<file path="src/common/sync_pkg.sv">
/*
 * Shared constants and types for the SYSREF masking and trigger sync block.
 * Assumes a single core clock; register addresses are 12-bit serial-port offsets.
 */
package sync_pkg;
  // ---------------------------------------------------------------
  // Register offsets
  // ---------------------------------------------------------------
  localparam logic [11:0] ADDR_MASK_CTRL = 12'hd4d;
  localparam logic [11:0] ADDR_DELAY_SET = 12'he20;
  localparam logic [11:0] ADDR_DELAY_ACT = 12'he21;
  localparam logic [11:0] ADDR_MODE_CTRL = 12'he24;

  // ---------------------------------------------------------------
  // Field positions and reset values
  // ---------------------------------------------------------------
  localparam int MASK_START_BIT = 6;
  localparam int MASK_EN_BIT = 5;
  localparam int MASK_CNT_LSB = 1;
  localparam int MASK_CNT_MSB = 4;
  localparam int KILL_BIT = 0;
  localparam int OSC_RESET_EN_BIT = 4;
  localparam int STEP_BIT = 2;
  localparam int MODE_LSB = 0;
  localparam int MODE_MSB = 1;
  localparam logic [7:0] REG_RESET = 8'h00;

  // ---------------------------------------------------------------
  // Timing counts: decimation divide in core clock cycles, reset period in decimation cycles
  // ---------------------------------------------------------------
  localparam logic [3:0] DEC_DIV = 4'h4;
  localparam logic [7:0] OSC_RESET_PERIOD = 8'h10;

  typedef enum logic [1:0] {
    MODE_SYSREF = 2'b00,
    MODE_TRIG = 2'b01,
    MODE_SYSREF_TRIG = 2'b10,
    MODE_DIRECT = 2'b11
  } sync_mode_t;

  typedef enum logic [2:0] {
    M_IDLE = 3'b000,
    M_ARMED = 3'b001,
    M_PASS = 3'b010,
    M_MASK = 3'b011,
    M_TAIL = 3'b100
  } mask_state_t;
endpackage

</file>
<file path="src/common/mask_if.sv">
/*
 * Carrier between the control block and the SYSREF masking unit.
 * Assumes both ends run on the same core clock.
 */
interface mask_if;
  logic en;
  logic start;
  logic [3:0] count;
  logic sysref;
  logic done;
  logic block;

  modport ctrl (output en, output start, output count, output sysref, input done, input block);
  modport unit (input en, input start, input count, input sysref, output done, output block);
endinterface

</file>
<file path="src/rtl/sysref_mask_unit.sv">
/*
 * SYSREF masking unit: passes one rising edge after start, then blocks count+1 edges.
 * Assumes sysref is synchronous to core_clk; the master enable acts as a clock enable.
 */
module sysref_mask_unit
  import sync_pkg::*;
(
  input wire logic core_clk,
  input wire logic rst,
  mask_if.unit mi
);
  import sync_pkg::*;

  typedef struct packed {
    mask_state_t st;
    logic [3:0] left;
    logic prev;
  } unit_state_t;

  unit_state_t s;
  unit_state_t next_s;
  logic rise;

  assign rise = mi.sysref & ~s.prev;
  // Block the masked edges and the tail of the last one, never the passed edge
  assign mi.block = mi.en & ((s.st == M_MASK) | (s.st == M_TAIL));
  assign mi.done = mi.en & (s.st == M_TAIL) & ~mi.sysref;

  always_comb begin
    next_s = s;
    // Disabled unit holds every flop, standing in for the gated clock
    if (mi.en) begin
      next_s.prev = mi.sysref;
      case (s.st)
        M_IDLE: begin
          if (mi.start) begin
            next_s.st = M_ARMED;
          end
        end
        M_ARMED: begin
          if (!mi.start) begin
            next_s.st = M_IDLE;
          end else if (rise) begin
            next_s.st = M_PASS;
          end
        end
        M_PASS: begin
          if (!mi.start) begin
            next_s.st = M_IDLE;
          end else if (!mi.sysref) begin
            next_s.st = M_MASK;
            next_s.left = mi.count;
          end
        end
        M_MASK: begin
          if (!mi.start) begin
            next_s.st = M_IDLE;
          end else if (rise) begin
            if (s.left == 4'h0) begin
              next_s.st = M_TAIL;
            end else begin
              next_s.left = s.left - 4'h1;
            end
          end
        end
        M_TAIL: begin
          if (!mi.sysref) begin
            next_s.st = M_IDLE;
          end
        end
        default: begin
          next_s.st = M_IDLE;
        end
      endcase
    end
  end

  always_ff @(posedge core_clk or posedge rst) begin
    if (rst) begin
      s <= '0;
    end else begin
      s <= next_s;
    end
  end

  a_first_edge_pass: assert property (@(posedge core_clk) disable iff (rst)
    (mi.en && mi.start && s.st == M_ARMED && rise) |=> (s.st == M_PASS && !mi.block))
    else $error("first sysref edge after start was not passed");

  a_done_to_idle: assert property (@(posedge core_clk) disable iff (rst)
    mi.done |=> (s.st == M_IDLE && !mi.block))
    else $error("masking did not end after done");

  a_gate_hold: assert property (@(posedge core_clk) disable iff (rst)
    !mi.en |=> $stable(s))
    else $error("mask unit state moved while disabled");

  a_count_load: assert property (@(posedge core_clk) disable iff (rst)
    (mi.en && mi.start && s.st == M_PASS && !mi.sysref) |=> (s.left == $past(mi.count) && s.st == M_MASK))
    else $error("mask count not loaded after passed edge");
endmodule

</file>
<file path="src/rtl/sysref_mask_trigger_sync.sv">
/*
 * SYSREF conditioning and periodic trigger sync control, with its register file.
 * Assumes sysref_in and trig_in are synchronous to core_clk and registers are
 * written and read through a simple address/strobe port from the serial port.
 */
// Operation
// - After start, pass first edge, mask rest
// - Start bit self-clears when masking ends
// - Masking works only while enable set
// - Mask count field holds edges minus one
// - Kill bit blocks SYSREF immediately
// - Delay trigger by programmed decimation cycles
// - Report hardware delay in read-only register
// - Periodic oscillator resets follow trigger when enabled
// - Auto-increment delay after each issued trigger
// - Control fields and delay reset to zero
// - Two-bit mode selects synchronisation source
module sysref_mask_trigger_sync
  import sync_pkg::*;
(
  input wire logic core_clk,
  input wire logic rst,
  input wire logic [11:0] reg_addr,
  input wire logic [7:0] reg_wdata,
  input wire logic reg_wr,
  input wire logic reg_rd,
  output logic [7:0] reg_rdata,
  input wire logic sysref_in,
  input wire logic trig_in,
  output logic sysref_out,
  output logic trig_out,
  output logic osc_reset
);
  import sync_pkg::*;

  // ---------------------------------------------------------------
  // State
  // ---------------------------------------------------------------
  typedef struct packed {
    logic mask_start;
    logic mask_en;
    logic [3:0] mask_cnt;
    logic kill;
    logic [7:0] delay_set;
    logic [7:0] delay_act;
    logic osc_periodic_reset_en;
    logic delay_step_after_trig;
    sync_mode_t mode;
    logic [7:0] rdata;
    logic sysref_out;
    logic trig_out;
    logic osc_reset;
    logic [3:0] div;
    logic trig_prev;
    logic pending;
    logic [7:0] dcnt;
    logic osc_run;
    logic [7:0] per_cnt;
  } top_state_t;

  top_state_t s;
  top_state_t next_s;
  mask_if mi ();
  logic dec_en;
  logic gated_sysref;
  logic trig_src;
  logic trig_rise;
  logic fire;

  function automatic logic hit(input logic [11:0] addr, input logic [11:0] target);
    hit = (addr == target);
  endfunction

  sysref_mask_unit u_mask (
    .core_clk(core_clk),
    .rst(rst),
    .mi(mi)
  );

  assign mi.en = s.mask_en;
  assign mi.start = s.mask_start;
  assign mi.count = s.mask_cnt;
  assign mi.sysref = sysref_in;

  assign reg_rdata = s.rdata;
  assign sysref_out = s.sysref_out;
  assign trig_out = s.trig_out;
  assign osc_reset = s.osc_reset;

  // ---------------------------------------------------------------
  // Datapath helpers
  // ---------------------------------------------------------------
  assign dec_en = (s.div == DEC_DIV - 4'h1);
  assign gated_sysref = sysref_in & ~mi.block & ~s.kill;

  always_comb begin
    // Source selection by sync mode
    case (s.mode)
      MODE_SYSREF: trig_src = gated_sysref;
      MODE_TRIG: trig_src = trig_in;
      MODE_SYSREF_TRIG: trig_src = sysref_in;
      default: trig_src = trig_in;
    endcase
  end

  assign trig_rise = trig_src & ~s.trig_prev;
  assign fire = (trig_rise && s.mode == MODE_DIRECT) || (s.pending && dec_en && s.dcnt == 8'h00);

  // ---------------------------------------------------------------
  // Next state
  // ---------------------------------------------------------------
  always_comb begin
    next_s = s;
    next_s.trig_out = 1'b0;
    next_s.osc_reset = 1'b0;
    next_s.rdata = 8'h00;
    next_s.div = dec_en ? 4'h0 : s.div + 4'h1;
    next_s.trig_prev = trig_src;

    // Hardware clear goes first so a same-cycle software set wins
    if (mi.done) begin
      next_s.mask_start = 1'b0;
    end

    // Trigger delay in decimation cycles, common to every mode except MODE_DIRECT
    if (trig_rise && s.mode != MODE_DIRECT) begin
      next_s.pending = 1'b1;
      next_s.dcnt = s.delay_set;
      next_s.delay_act = s.delay_set;
    end else if (s.pending && dec_en) begin
      if (s.dcnt == 8'h00) begin
        next_s.pending = 1'b0;
      end else begin
        next_s.dcnt = s.dcnt - 8'h01;
      end
    end

    if (fire) begin
      next_s.trig_out = 1'b1;
      if (s.delay_step_after_trig) begin
        next_s.delay_set = s.delay_set + 8'h01;
      end
    end

    // Periodic oscillator reset, started by an issued trigger
    if (fire && s.osc_periodic_reset_en) begin
      next_s.osc_run = 1'b1;
      next_s.per_cnt = 8'h00;
      next_s.osc_reset = 1'b1;
    end else if (s.osc_run && dec_en) begin
      if (s.per_cnt == OSC_RESET_PERIOD - 8'h01) begin
        next_s.per_cnt = 8'h00;
        next_s.osc_reset = 1'b1;
      end else begin
        next_s.per_cnt = s.per_cnt + 8'h01;
      end
    end

    // Register writes
    if (reg_wr) begin
      if (hit(reg_addr, ADDR_MASK_CTRL)) begin
        next_s.mask_start = reg_wdata[MASK_START_BIT];
        next_s.mask_en = reg_wdata[MASK_EN_BIT];
        next_s.mask_cnt = reg_wdata[MASK_CNT_MSB:MASK_CNT_LSB];
        next_s.kill = reg_wdata[KILL_BIT];
      end else if (hit(reg_addr, ADDR_DELAY_SET)) begin
        next_s.delay_set = reg_wdata;
      end else if (hit(reg_addr, ADDR_MODE_CTRL)) begin
        next_s.osc_periodic_reset_en = reg_wdata[OSC_RESET_EN_BIT];
        next_s.delay_step_after_trig = reg_wdata[STEP_BIT];
        next_s.mode = sync_mode_t'(reg_wdata[MODE_MSB:MODE_LSB]);
      end
    end

    // Disabling stops the periodic resets at once
    if (!next_s.osc_periodic_reset_en) begin
      next_s.osc_run = 1'b0;
      next_s.osc_reset = 1'b0;
    end

    // Kill takes effect on the very edge that writes it
    next_s.sysref_out = sysref_in & ~mi.block & ~next_s.kill;

    // Register reads; unmapped offsets read zero
    if (reg_rd) begin
      if (hit(reg_addr, ADDR_MASK_CTRL)) begin
        next_s.rdata = {1'b0, s.mask_start, s.mask_en, s.mask_cnt, s.kill};
      end else if (hit(reg_addr, ADDR_DELAY_SET)) begin
        next_s.rdata = s.delay_set;
      end else if (hit(reg_addr, ADDR_DELAY_ACT)) begin
        next_s.rdata = s.delay_act;
      end else if (hit(reg_addr, ADDR_MODE_CTRL)) begin
        next_s.rdata = {3'b000, s.osc_periodic_reset_en, 1'b0, s.delay_step_after_trig, s.mode};
      end
    end
  end

  // All control fields come up at zero
  always_ff @(posedge core_clk or posedge rst) begin
    if (rst) begin
      s <= '0;
    end else begin
      s <= next_s;
    end
  end

  // ---------------------------------------------------------------
  // Checks
  // ---------------------------------------------------------------
  a_kill_blocks: assert property (@(posedge core_clk) disable iff (rst)
    s.kill |-> !sysref_out)
    else $error("sysref passed while kill set");

  a_delay_expire: assert property (@(posedge core_clk) disable iff (rst)
    (s.pending && dec_en && s.dcnt == 8'h00)
      |=> (trig_out && s.pending == $past(trig_rise && s.mode != MODE_DIRECT)))
    else $error("delayed trigger not issued at count end");

  a_actual_latch: assert property (@(posedge core_clk) disable iff (rst)
    (trig_rise && s.mode != MODE_DIRECT) |=> s.delay_act == $past(s.delay_set))
    else $error("reported delay does not match programmed delay");

  a_osc_follows: assert property (@(posedge core_clk) disable iff (rst)
    osc_reset |-> s.osc_periodic_reset_en)
    else $error("oscillator reset while disabled");

  a_step_delay: assert property (@(posedge core_clk) disable iff (rst)
    (fire && s.delay_step_after_trig && !(reg_wr && hit(reg_addr, ADDR_DELAY_SET)))
      |=> s.delay_set == $past(s.delay_set) + 8'h01)
    else $error("trigger delay not stepped after trigger");

  a_direct_now: assert property (@(posedge core_clk) disable iff (rst)
    (trig_rise && s.mode == MODE_DIRECT) |=> trig_out)
    else $error("direct pulse mode trigger delayed");

  a_start_clear: assert property (@(posedge core_clk) disable iff (rst)
    (mi.done && !reg_wr) |=> !s.mask_start)
    else $error("start bit did not self clear");
endmodule

</file>
<file path="config.mk">
export PLATFORM = sky130hd
export DESIGN_NAME = sysref_mask_trigger_sync
export DESIGN_NICKNAME = d
export VERILOG_FILES = /design/src/common/sync_pkg.sv /design/src/common/mask_if.sv /design/src/rtl/sysref_mask_unit.sv /design/src/rtl/sysref_mask_trigger_sync.sv
export SDC_FILE = /design/constraint.sdc
export NUM_CORES = 1
export LEC_CHECK = 0
export BUFFER_PORTS_ARGS = -buffer_cell sky130_fd_sc_hd__buf_4
export CORE_MARGIN = 3
export CORE_UTILIZATION = 30
export DETAILED_ROUTE_END_ITERATION = 8
export HOLD_SLACK_MARGIN = 0.03
export SETUP_SLACK_MARGIN = 0.15
export SLEW_MARGIN = 30
export SYNTH_ARGS = -nofsm -noshare
export SYNTH_HDL_FRONTEND = slang
export SYNTH_SLANG_ARGS = --single-unit
</file>
<file path="constraint.sdc">
create_clock -name core_clk -period 2.22 [get_ports core_clk]
set_input_delay 0.111 -clock core_clk [delete_from_list [all_inputs] [get_ports core_clk]]
set_output_delay 0.111 -clock core_clk [all_outputs]
set_load 0.05 [all_outputs]
</file>
==> out/qor.csv, run 1 <==
metric;value;unit
outcome;finished, final reports clean;
post-synthesis share of cell area spent on full adders, half adders and majority gates;2.09;%
Avg Inst Size Synth;10.2;um2
warning count from the yosys run;0;
Worst R2R Start;u_mask.s[1]$_DFFE_PP0P_;
parity-gate share of the synthesized area counting xor and xnor cells;4.15;%
post-placement setup slack;77.7;ps
drc violations;0;
number of buffers on the longest clock path;2;
Core Rows;39;
total power density per cell area;762;nW/um2
Filler Cells Inserted;1146;
number of buffers added for setup after CTS;0;
headroom to the max-slew limit;58.0;%
routability congestion estimate;0.830;
cell area after technology mapping;3590;um2
class of the worst hold path;in -> reg;
critical path capture point type;register;
final worst path period share;87.8;%
dpl cells;520;
fraction of the mapped netlist area in compound gates;13.1;%
start point of the worst hold path;reg_wdata[7];
post-route core utilization;37.8;%
antenna diode instance count;0;
clock tree from TritonCTS;done;
setup TNS;0;ps
Total Routed Length;8310;um
worst-case setup margin in the final layout;270;ps
TritonCTS Buffers;9;
Fmax achieved;513;MHz
clock sink total;69;
count of pins on the block boundary;37;
time the worst path needs with I/O delays and setup;1950;ps
core region area;11600;um2
total count of max-transition violations in the final report;0;
multiplexer fraction of the synthesized cell area;5.68;%
aggregate global-route resource usage;13.3;%
starting density of the core;31.0;%
post-place instance area;4010;um2
Worst-Margin Slew;628;ps
number of detailed-routing iterations run before antenna repair;4;
Distinct cells, synth;59;
detailed-route vias per instance;5.08;
sequential area share after synthesis;48.1;%
worst-case vdd ir drop;0.321;mV
pin count of the biggest net entering global routing;70;
Layout Nets;422;
floorplan die area;13300;um2
area growth from synthesis to layout;21.9;%
unrepaired setup endpoints after global routing;yes;
Die Span Y;115;um
antenna-violating nets left;0;
chip width;115;um
Post-synth ARST share;100;%
leading register cell type out of synthesis;sky130_fd_sc_hd__dfrtp_1;
Hold Fails Final Rpt;0;
number of vias in the routed layout;2733;
post-route standard cell area excluding fillers;4370;um2
Setup Viol. Count Final;0;
multi-input combinational cell area;1690;um2
net count after synthesis;383;
destination of the worst hold path;s[53]$_DFF_PP0_;
first-pass GRT wire length;13900;um
vias in the first global route;2738;
CP max FO;3;
number of enable flip-flop cells after synthesis;0;
hold path depth;3;
Critical Path Start;u_mask.s[1]$_DFFE_PP0P_;
number of antenna violations at the first check in global routing;0;
Reg-to-Reg End;u_mask.s[5]$_DFFE_PP0P_;
kind of start point of the critical path;register;
half-perimeter wire length after detailed placement;6100;um
number of register bits inferred by synthesis;69;
largest family of logic cells by synthesized area;simple AND/OR/NAND/NOR gates;
category of the critical setup timing path;reg -> reg;
FF+latch area;1730;um2
data required time of the critical path;2430;ps
worst reg2reg path depth;6;
number of H-tree levels;3;
count of routing violations after the opening detailed-route iteration;186;
Static Leakage;0.00197;uW
post-synthesis cell count;351;
post-synthesis share of cell area spent on and, or, nand and nor gates;21.2;%
share of post-route cells with drive strength above 1;23.3;%
final std cells w/o fill;538;
input/output buffers;36;
maxcap violations;0;
clock latency at the later pin of the worst-skew pair;330;ps
register-to-register setup slack;270;ps
library cell used as clock root buffer;sky130_fd_sc_hd__clkbuf_16;
signal arrival time at the worst endpoint;2160;ps
worst clock skew;8.42;ps
remaining global-route overflow;0;
routed length per instance;15.4;um
Clock transition at path regs;60;ps
-- flip-flops by register name, indices dropped and copies added, names as in the netlist, 4 cells and up --
signal and flops:
s 44, u_mask.s 8, reg_rdata 8, mi.count 4
-- per-stage QoR --
stage / total power, uW / hold WS (ps)
2_1_floorplan: 1630 / 238
3_3_place_gp: 1780 / 226
3_5_place_dp: 1790 / 238
4_1_cts: 3370 / 39.2
5_1_grt: 3480 / 49.9
6_report: 3330 / 42.2
-- worst max-delay path by stage --
| stage | to | slack (ps) | cells past startpoint |
|---|---|---|---|
| floorplan | osc_reset$_DFF_PP0_ | 350 | 9 |
| global placement | u_mask.s[5]$_DFFE_PP0P_ | 120 | 6 |
| detailed placement | u_mask.s[5]$_DFFE_PP0P_ | 80 | 6 |
| CTS | u_mask.s[5]$_DFFE_PP0P_ | 160 | 6 |
| global route | u_mask.s[5]$_DFFE_PP0P_ | 120 | 6 |
| finish | u_mask.s[5]$_DFFE_PP0P_ | 270 | 6 |
-- synth_stat cells (all sizes together), types with 2 or more instances --
library cell  instances  area share (%)
dfrtp                69              48
nor2                 31             3.2
o21ai                27             3.9
nand2                24             2.7
inv                  21             2.2
a21oi                20             2.8
buf                  17             3.2
mux2                 13             4.3
nand3                12             1.7
xor2                 11             2.7
and3                  7             1.2
nor2b                 7             1.2
ha                    6             2.1
nor3                  6            0.84
xnor2                 6             1.5
mux2i                 5             1.4
nand4                 5            0.87
nor4                  5             1.7
a211oi                4            0.84
a22o                  4            0.98
and4                  4            0.98
o221ai                4            0.98
a222oi                3            0.84
and2                  3            0.59
nand3b                3            0.63
nand4bb               3             1.4
nor3b                 3            0.77
or3                   3            0.52
and4bb                2            0.70
clkbuf                2            0.21
nand4b                2            0.49
o41ai                 2            0.70
-- repair_timing --
action,4_1_cts,5_1_grt
gates cloned,0,0
hold buffers,2,0
resized for setup,1,3
endpoints found under the setup margin,1,12
pin swaps,0,0
endpoints found under the hold margin,70,0
-- critical path, cell delays in order, from the launching register on --
cell	delay, ps
sky130_fd_sc_hd__dfrtp_1	370
sky130_fd_sc_hd__inv_1	100
sky130_fd_sc_hd__ha_1	190
sky130_fd_sc_hd__nor3b_2	230
sky130_fd_sc_hd__o21ai_0	150
sky130_fd_sc_hd__a311oi_2	410
sky130_fd_sc_hd__mux2_2	380
-- layer usage --
metal  part of all wire (%)  routed length [um]  GRT usage (%)
met3                    2.9                 240           2.84
met4                   0.71                  59           4.93
met5                      0                   0              0
met1                     46                3800           17.4
met2                     51                4210           21.8
-- cell type report --
| type | count | share of cell area, % |
|---|---|---|
| Sequential cell | 69 | 39.5 |
| Multi-Input combinational cell | 242 | 38.6 |
| Timing Repair Buffer | 47 | 8.56 |
| Clock buffer | 10 | 5.46 |
| Tap cell | 143 | 4.09 |
| Clock inverter | 6 | 1.97 |
| Inverter | 21 | 1.80 |
-- power breakdown --
part,internal (uW),switching (uW)
clock,1010,547
combinational,181,194
sequential,1330,74.6
-- cell families after synthesis --
group	after synthesis
simple gates	127
compound gates	74
flops	69
buf+inv	40
mux	18
xor+xnor	17
fa+ha+maj	6
-- placed cells by master (no fill, tap or decap), drive strengths merged, types with 11 or more instances in the layout --
| cell type | instances |
|---|---|
| a21oi | 20 |
| buf | 45 |
| dfrtp | 69 |
| inv | 21 |
| mux2 | 13 |
| nand2 | 24 |
| nand3 | 12 |
| nor2 | 31 |
| o21ai | 27 |
| xor2 | 11 |
Power figures use the tool's default switching activity.
==> run 2: changes to the inputs <==
--- a/config.mk
+++ b/config.mk
@@ -10,6 +10,7 @@
 export CORE_UTILIZATION = 30
 export DETAILED_ROUTE_END_ITERATION = 8
 export HOLD_SLACK_MARGIN = 0.03
+export RECOVER_POWER = 100
 export SETUP_SLACK_MARGIN = 0.15
 export SLEW_MARGIN = 30
 export SYNTH_ARGS = -nofsm -noshare
==> run 2 against run 1 <==
Compared with the run above: the flow now finishes with violations (max-capacitance violations, max-slew violations); final area is 2.7% lower; setup slack worse by 12 ps; utilization is 1.0 points lower; non-clock buffer count stayed put; sequential power hardly changed; sequential cell count stayed put; critical path depth stayed put; highest routed layer unchanged.
==> out/qor.csv, run 2 (synthesized netlist as in run 1, its figures left out) <==
metric;value;unit;change
floorplan die area;13300;um2;unchanged
starting density of the core;31.0;%;unchanged
area growth from synthesis to layout;18.5;%;was 21.9%
critical path capture point type;register;;unchanged
Clock transition at path regs;60;ps;about the same
clock tree from TritonCTS;done;;unchanged
category of the critical setup timing path;reg -> reg;;unchanged
share of post-route cells with drive strength above 1;17.7;%;was 23.3%
Hold Fails Final Rpt;0;;unchanged
signal arrival time at the worst endpoint;2180;ps;was 2160 ps
multi-input combinational cell area;1640;um2;was 1690 um2
data required time of the critical path;2430;ps;about the same
count of pins on the block boundary;37;;unchanged
class of the worst hold path;in -> reg;;unchanged
input/output buffers;36;;unchanged
Reg-to-Reg End;u_mask.s[5]$_DFFE_PP0P_;;unchanged
Worst R2R Start;u_mask.s[1]$_DFFE_PP0P_;;unchanged
Buf/Inv on CP;1;;unchanged
routed length per instance;15.5;um;was 15.4 um
Slowest Stage Delay on Critical Path;420;ps;was 410 ps
CP max FO;3;;unchanged
Worst-Margin Slew;1540;ps;was 628 ps
number of buffers added for setup after CTS;0;;unchanged
total power density per cell area;780;nW/um2;was 762 nW/um2
post-route core utilization;36.8;%;was 37.8%
register with the most flip-flops;s;;unchanged
outcome;finished, violations left;;was finished, final reports clean
clock latency at the later pin of the worst-skew pair;330;ps;about the same
max FFs per register;44;;unchanged
drc violations;0;;unchanged
commonest non-fill, non-tap cell in the layout;sky130_fd_sc_hd__dfrtp_1;;unchanged
worst-case vdd ir drop;0.324;mV;was 0.321 mV
setup TNS;0;ps;unchanged
start point of the worst hold path;reg_wdata[7];;unchanged
worst reg2reg path depth;6;;unchanged
Total Routed Length;8350;um;was 8310 um
number of buffers on the longest clock path;2;;unchanged
core region area;11600;um2;unchanged
detailed-route vias per instance;5.06;;was 5.08
pin count of the biggest net entering global routing;70;;unchanged
antenna diode instance count;0;;unchanged
Static Leakage;0.00188;uW;was 0.00197 uW
number of antenna violations at the first check in global routing;0;;unchanged
destination of the worst hold path;s[53]$_DFF_PP0_;;unchanged
kind of start point of the critical path;register;;unchanged
cell-by-cell listing of the critical path;inv_1, ha_1, nor3b_2, o21ai_0, a311oi_2, mux2_2;;unchanged
commonest cells after routing, fill and taps aside;sky130_fd_sc_hd__dfrtp_1, sky130_fd_sc_hd__nor2_1, sky130_fd_sc_hd__buf_4;;was sky130_fd_sc_hd__dfrtp_1, sky130_fd_sc_hd__buf_4, sky130_fd_sc_hd__nor2_1
headroom to the max-slew limit;-2.66;%;was 58.0%
Setup Viol. Count Final;0;;unchanged
violated checks;max-capacitance violations, max-slew violations;;
register-to-register setup slack;260;ps;was 270 ps
standard cell with the maximum stage delay on the critical path;sky130_fd_sc_hd__a311oi_2;;unchanged
TritonCTS Buffers;9;;unchanged
first-pass GRT wire length;13900;um;unchanged
antenna-violating nets left;0;;unchanged
half-perimeter wire length after detailed placement;6100;um;unchanged
Core Rows;39;;unchanged
Layout Nets;422;;unchanged
library cell used as clock root buffer;sky130_fd_sc_hd__clkbuf_16;;unchanged
vias in the first global route;2738;;unchanged
final worst path period share;88.4;%;was 87.8%
crit-path leading delay family;compound AO/OA/AOI/OAI gates;;unchanged
number of H-tree levels;3;;unchanged
number of vias in the routed layout;2724;;was 2733
clock sink total;69;;unchanged
FF+latch area;1730;um2;unchanged
unrepaired setup endpoints after global routing;yes;;unchanged
count of routing violations after the opening detailed-route iteration;183;;was 186
aggregate global-route resource usage;13.3;%;unchanged
Die Span Y;115;um;unchanged
maxcap violations;1;;was 0
Filler Cells Inserted;1167;;was 1146
Fmax achieved;510;MHz;was 513 MHz
time the worst path needs with I/O delays and setup;1960;ps;was 1950 ps
remaining global-route overflow;0;;unchanged
routability congestion estimate;0.830;;unchanged
number of detailed-routing iterations run before antenna repair;5;;was 4
worst clock skew;7.17;ps;was 8.42 ps
total count of max-transition violations in the final report;70;;was 0
chip width;115;um;unchanged
hold path depth;3;;unchanged
## run 2: cell count changes in the layout (fill, tap and decap cells not counted), sizes merged
cell    before  now
buf         45   29
clkbuf      10   26
## run 2: worst max path at each step
stage                                  from                 endpoint  slack (ps)  depth (start not counted)
floorplan                   s[19]$_DFF_PP0_      osc_reset$_DFF_PP0_         350                          9
global placement    u_mask.s[1]$_DFFE_PP0P_  u_mask.s[5]$_DFFE_PP0P_         120                          6
detailed placement  u_mask.s[1]$_DFFE_PP0P_  u_mask.s[5]$_DFFE_PP0P_          80                          6
CTS                 u_mask.s[1]$_DFFE_PP0P_  u_mask.s[5]$_DFFE_PP0P_         160                          6
global route                            rst        s[43]$_DFFE_PP0P_          70                          4
finish              u_mask.s[1]$_DFFE_PP0P_  u_mask.s[5]$_DFFE_PP0P_         260                          6
## run 2: report_power, final
part | total [uW] | leakage, uW | switching (uW) | internal [uW]
logic | 365 | 0.000838 | 191 | 174
registers | 1400 | 0.000884 | 74.8 | 1330
clock network | 1550 | 0.000158 | 542 | 1010
## run 2: final cells by class
cell class,count,share of cell area (%)
clock inverters,6,2.03
flip-flops and latches,69,40.6
inverters,21,1.85
well taps,143,4.21
multi-input cells,242,38.5
clock buffers,10,5.62
repair buffers,47,7.21
## run 2: through the flow
| stage | setup slack (ps) | total power, uW | hold slack (ps) | cells | area, um2 |
|---|---|---|---|---|---|
| 3_5_place_dp | 77.7 | 1790 | 238 | 520 | 4010 |
| 3_3_place_gp | 122 | 1780 | 226 | 519 | 4000 |
| 2_1_floorplan | 351 | 1630 | 238 | 351 | 3590 |
| 5_1_grt | 72.8 | 3470 | 49.9 | 538 | 4250 |
| 6_report | 258 | 3320 | 41.4 | 538 | 4250 |
| 4_1_cts | 163 | 3370 | 39.2 | 538 | 4360 |
## run 2: timing repair
action | in CTS | in global routing
hold buffers | 2 | 0
gates resized for setup | 1 | 3
setup endpoints to repair | 1 | 12
pin swaps | 0 | 0
hold endpoints to repair | 70 | 0
## run 2: metal layers
layer  global-route usage [%]  vias to the layer above  wire length, um
met5                        0                        -                0
met4                     4.93                        0              114
met3                     2.84                       10              234
met2                     21.8                       34             4150
met1                     17.4                     1345             3850
li1                         -                     1335                -
## run 2: tightest hold or removal path, delay by kind of cell
family / cells / cell delay [ps]
buf+inv: 1 / 80
simple gates: 1 / 30
compound gates: 1 / 110
==> run 3: changes to the inputs <==
--- a/config.mk
+++ b/config.mk
@@ -10,8 +10,10 @@
 export CORE_UTILIZATION = 30
 export DETAILED_ROUTE_END_ITERATION = 8
 export HOLD_SLACK_MARGIN = 0.03
+export MAX_ROUTING_LAYER = met4
 export RECOVER_POWER = 100
 export SETUP_SLACK_MARGIN = 0.15
+export SKIP_LAST_GASP = 1
 export SLEW_MARGIN = 30
 export SYNTH_ARGS = -nofsm -noshare
 export SYNTH_HDL_FRONTEND = slang
==> run 3 against run 2 <==
Compared with the run above: the flow still finishes with violations (max-capacitance violations, max-slew violations); critical endpoint unchanged; clock power about the same; first-iteration DRC count up 4.4%; count of clock-buffer cells in the layout unchanged; final area stayed put; setup slack better by 3.3 ps; critical path type unchanged; global-route usage grew 0.41 points; utilization unchanged; final cell count stayed put; fmax increased by 0.17%; via count increased by 0.44%; sequential share of layout area stayed put.
==> out/qor.csv, run 3 (synthesized netlist as in run 1, its figures left out) <==
metric;value;unit;change
outcome;finished, violations left;;unchanged
violated checks;max-capacitance violations, max-slew violations;;unchanged
TritonCTS Buffers;9;;unchanged
cell-by-cell listing of the critical path;inv_1, ha_1, nor3b_2, o21ai_0, a311oi_2, mux2_2;;unchanged
commonest non-fill, non-tap cell in the layout;sky130_fd_sc_hd__dfrtp_1;;unchanged
CP max FO;3;;unchanged
routability congestion estimate;0.843;;was 0.830
time the worst path needs with I/O delays and setup;1960;ps;about the same
post-place instance area;4010;um2;unchanged
critical path capture point type;register;;unchanged
headroom to the max-slew limit;-2.46;%;was -2.66%
number of buffers on the longest clock path;2;;unchanged
vias in the first global route;2722;;was 2738
share of post-route cells with drive strength above 1;17.7;%;unchanged
starting density of the core;31.0;%;unchanged
routed length per instance;15.5;um;about the same
maxcap violations;1;;unchanged
clock sink total;69;;unchanged
Layout Nets;422;;unchanged
register with the most flip-flops;s;;unchanged
Worst-Margin Slew;1540;ps;about the same
post-placement setup slack;77.7;ps;unchanged
area growth from synthesis to layout;18.5;%;unchanged
number of detailed-routing iterations run before antenna repair;5;;unchanged
number of H-tree levels;3;;unchanged
class of the worst hold path;in -> reg;;unchanged
antenna diode instance count;0;;unchanged
worst clock skew;8.29;ps;was 7.17 ps
pin count of the biggest net entering global routing;70;;unchanged
standard cell with the maximum stage delay on the critical path;sky130_fd_sc_hd__a311oi_2;;unchanged
input/output buffers;36;;unchanged
Core Rows;39;;unchanged
detailed-route vias per instance;5.09;;was 5.06
half-perimeter wire length after detailed placement;6100;um;unchanged
setup TNS;0;ps;unchanged
library cell used as clock root buffer;sky130_fd_sc_hd__clkbuf_16;;unchanged
Fmax achieved;511;MHz;was 510 MHz
max FFs per register;44;;unchanged
Clock transition at path regs;60;ps;about the same
drc violations;0;;unchanged
worst-case vdd ir drop;0.321;mV;was 0.324 mV
remaining global-route overflow;0;;unchanged
core region area;11600;um2;unchanged
signal arrival time at the worst endpoint;2170;ps;was 2180 ps
total count of max-transition violations in the final report;70;;unchanged
Buf/Inv on CP;1;;unchanged
kind of start point of the critical path;register;;unchanged
Slowest Stage Delay on Critical Path;420;ps;about the same
first-pass GRT wire length;13900;um;about the same
total power density per cell area;781;nW/um2;was 780 nW/um2
aggregate global-route resource usage;13.7;%;was 13.3%
Setup Viol. Count Final;0;;unchanged
Hold Fails Final Rpt;0;;unchanged
Static Leakage;0.00188;uW;unchanged
post-route standard cell area excluding fillers;4250;um2;unchanged
unrepaired setup endpoints after global routing;yes;;unchanged
antenna-violating nets left;0;;unchanged
crit-path leading delay family;compound AO/OA/AOI/OAI gates;;unchanged
category of the critical setup timing path;reg -> reg;;unchanged
worst-case setup margin in the final layout;261;ps;was 258 ps
chip width;115;um;unchanged
clock tree from TritonCTS;done;;unchanged
number of antenna violations at the first check in global routing;0;;unchanged
Die Span Y;115;um;unchanged
floorplan die area;13300;um2;unchanged
commonest cells after routing, fill and taps aside;sky130_fd_sc_hd__dfrtp_1, sky130_fd_sc_hd__nor2_1, sky130_fd_sc_hd__buf_4;;unchanged
count of routing violations after the opening detailed-route iteration;191;;was 183
data required time of the critical path;2430;ps;about the same
count of pins on the block boundary;37;;unchanged
final worst path period share;88.2;%;was 88.4%
number of vias in the routed layout;2736;;was 2724
clock latency at the later pin of the worst-skew pair;330;ps;about the same
Total Routed Length;8360;um;was 8350 um
## run 3: per-layer routing
metal / wire length [um] / up-vias / global-route usage (%) / share of wire [%]
met1: 3780 / 1341 / 17.4 / 45
met3: 327 / 7 / 2.84 / 3.9
met2: 4190 / 49 / 21.8 / 50
met4: 70 / 0 / 4.93 / 0.84
li1: - / 1339 / - / -
met5: 0 / - / - / 0
## run 3: path summary, 6_finish.rpt
path                            cells after the start  slack (ps)               startpoint                      end
worst min register to register                      1         450          s[19]$_DFF_PP0_          s[19]$_DFF_PP0_
worst max register to register                      6         260  u_mask.s[1]$_DFFE_PP0P_  u_mask.s[5]$_DFFE_PP0P_
worst min-delay path                                3          40             reg_wdata[7]          s[53]$_DFF_PP0_
max in group asynchronous                           4         410                      rst  u_mask.s[1]$_DFFE_PP0P_
worst max-delay path                                6         260  u_mask.s[1]$_DFFE_PP0P_  u_mask.s[5]$_DFFE_PP0P_
min in group asynchronous                           4         880                      rst          s[18]$_DFF_PP0_
## run 3: timing repair
item	in CTS	in global routing
resized for setup	1	3
endpoints found under the hold margin	70	0
endpoints found under the setup margin	1	12
hold buffers	2	0
buffers inserted	0	0
## run 3: final cells by class
class	instances	area, um2
multi-input combinational	242	1640
timing repair buffer	47	307
fill	1167	7310
sequential	69	1730
clock buffer	10	239
inverter	21	78.8
clock inverter	6	86.3
tap	143	179
## run 3: worst reg2reg max path, stage by stage, from the launching register on
cell,delay [ps]
sky130_fd_sc_hd__dfrtp_1,370
sky130_fd_sc_hd__inv_1,100
sky130_fd_sc_hd__ha_1,190
sky130_fd_sc_hd__nor3b_2,230
sky130_fd_sc_hd__o21ai_0,150
sky130_fd_sc_hd__a311oi_2,420
sky130_fd_sc_hd__mux2_2,380
## run 3: report_power, final
part,internal (uW),switching (uW),total (uW)
clock,1010,543,1550
sequential,1330,74.6,1400
combinational,174,190,364
## run 3: through the flow
step	hold slack (ps)	std cells	utilization (%)	total power (uW)
6_report	41.9	538	36.8	3320
5_1_grt	49.8	538	36.8	3470
4_1_cts	39.2	538	37.7	3370
3_5_place_dp	238	520	34.7	1790
3_3_place_gp	226	519	34.6	1780
2_1_floorplan	238	351	-	1630
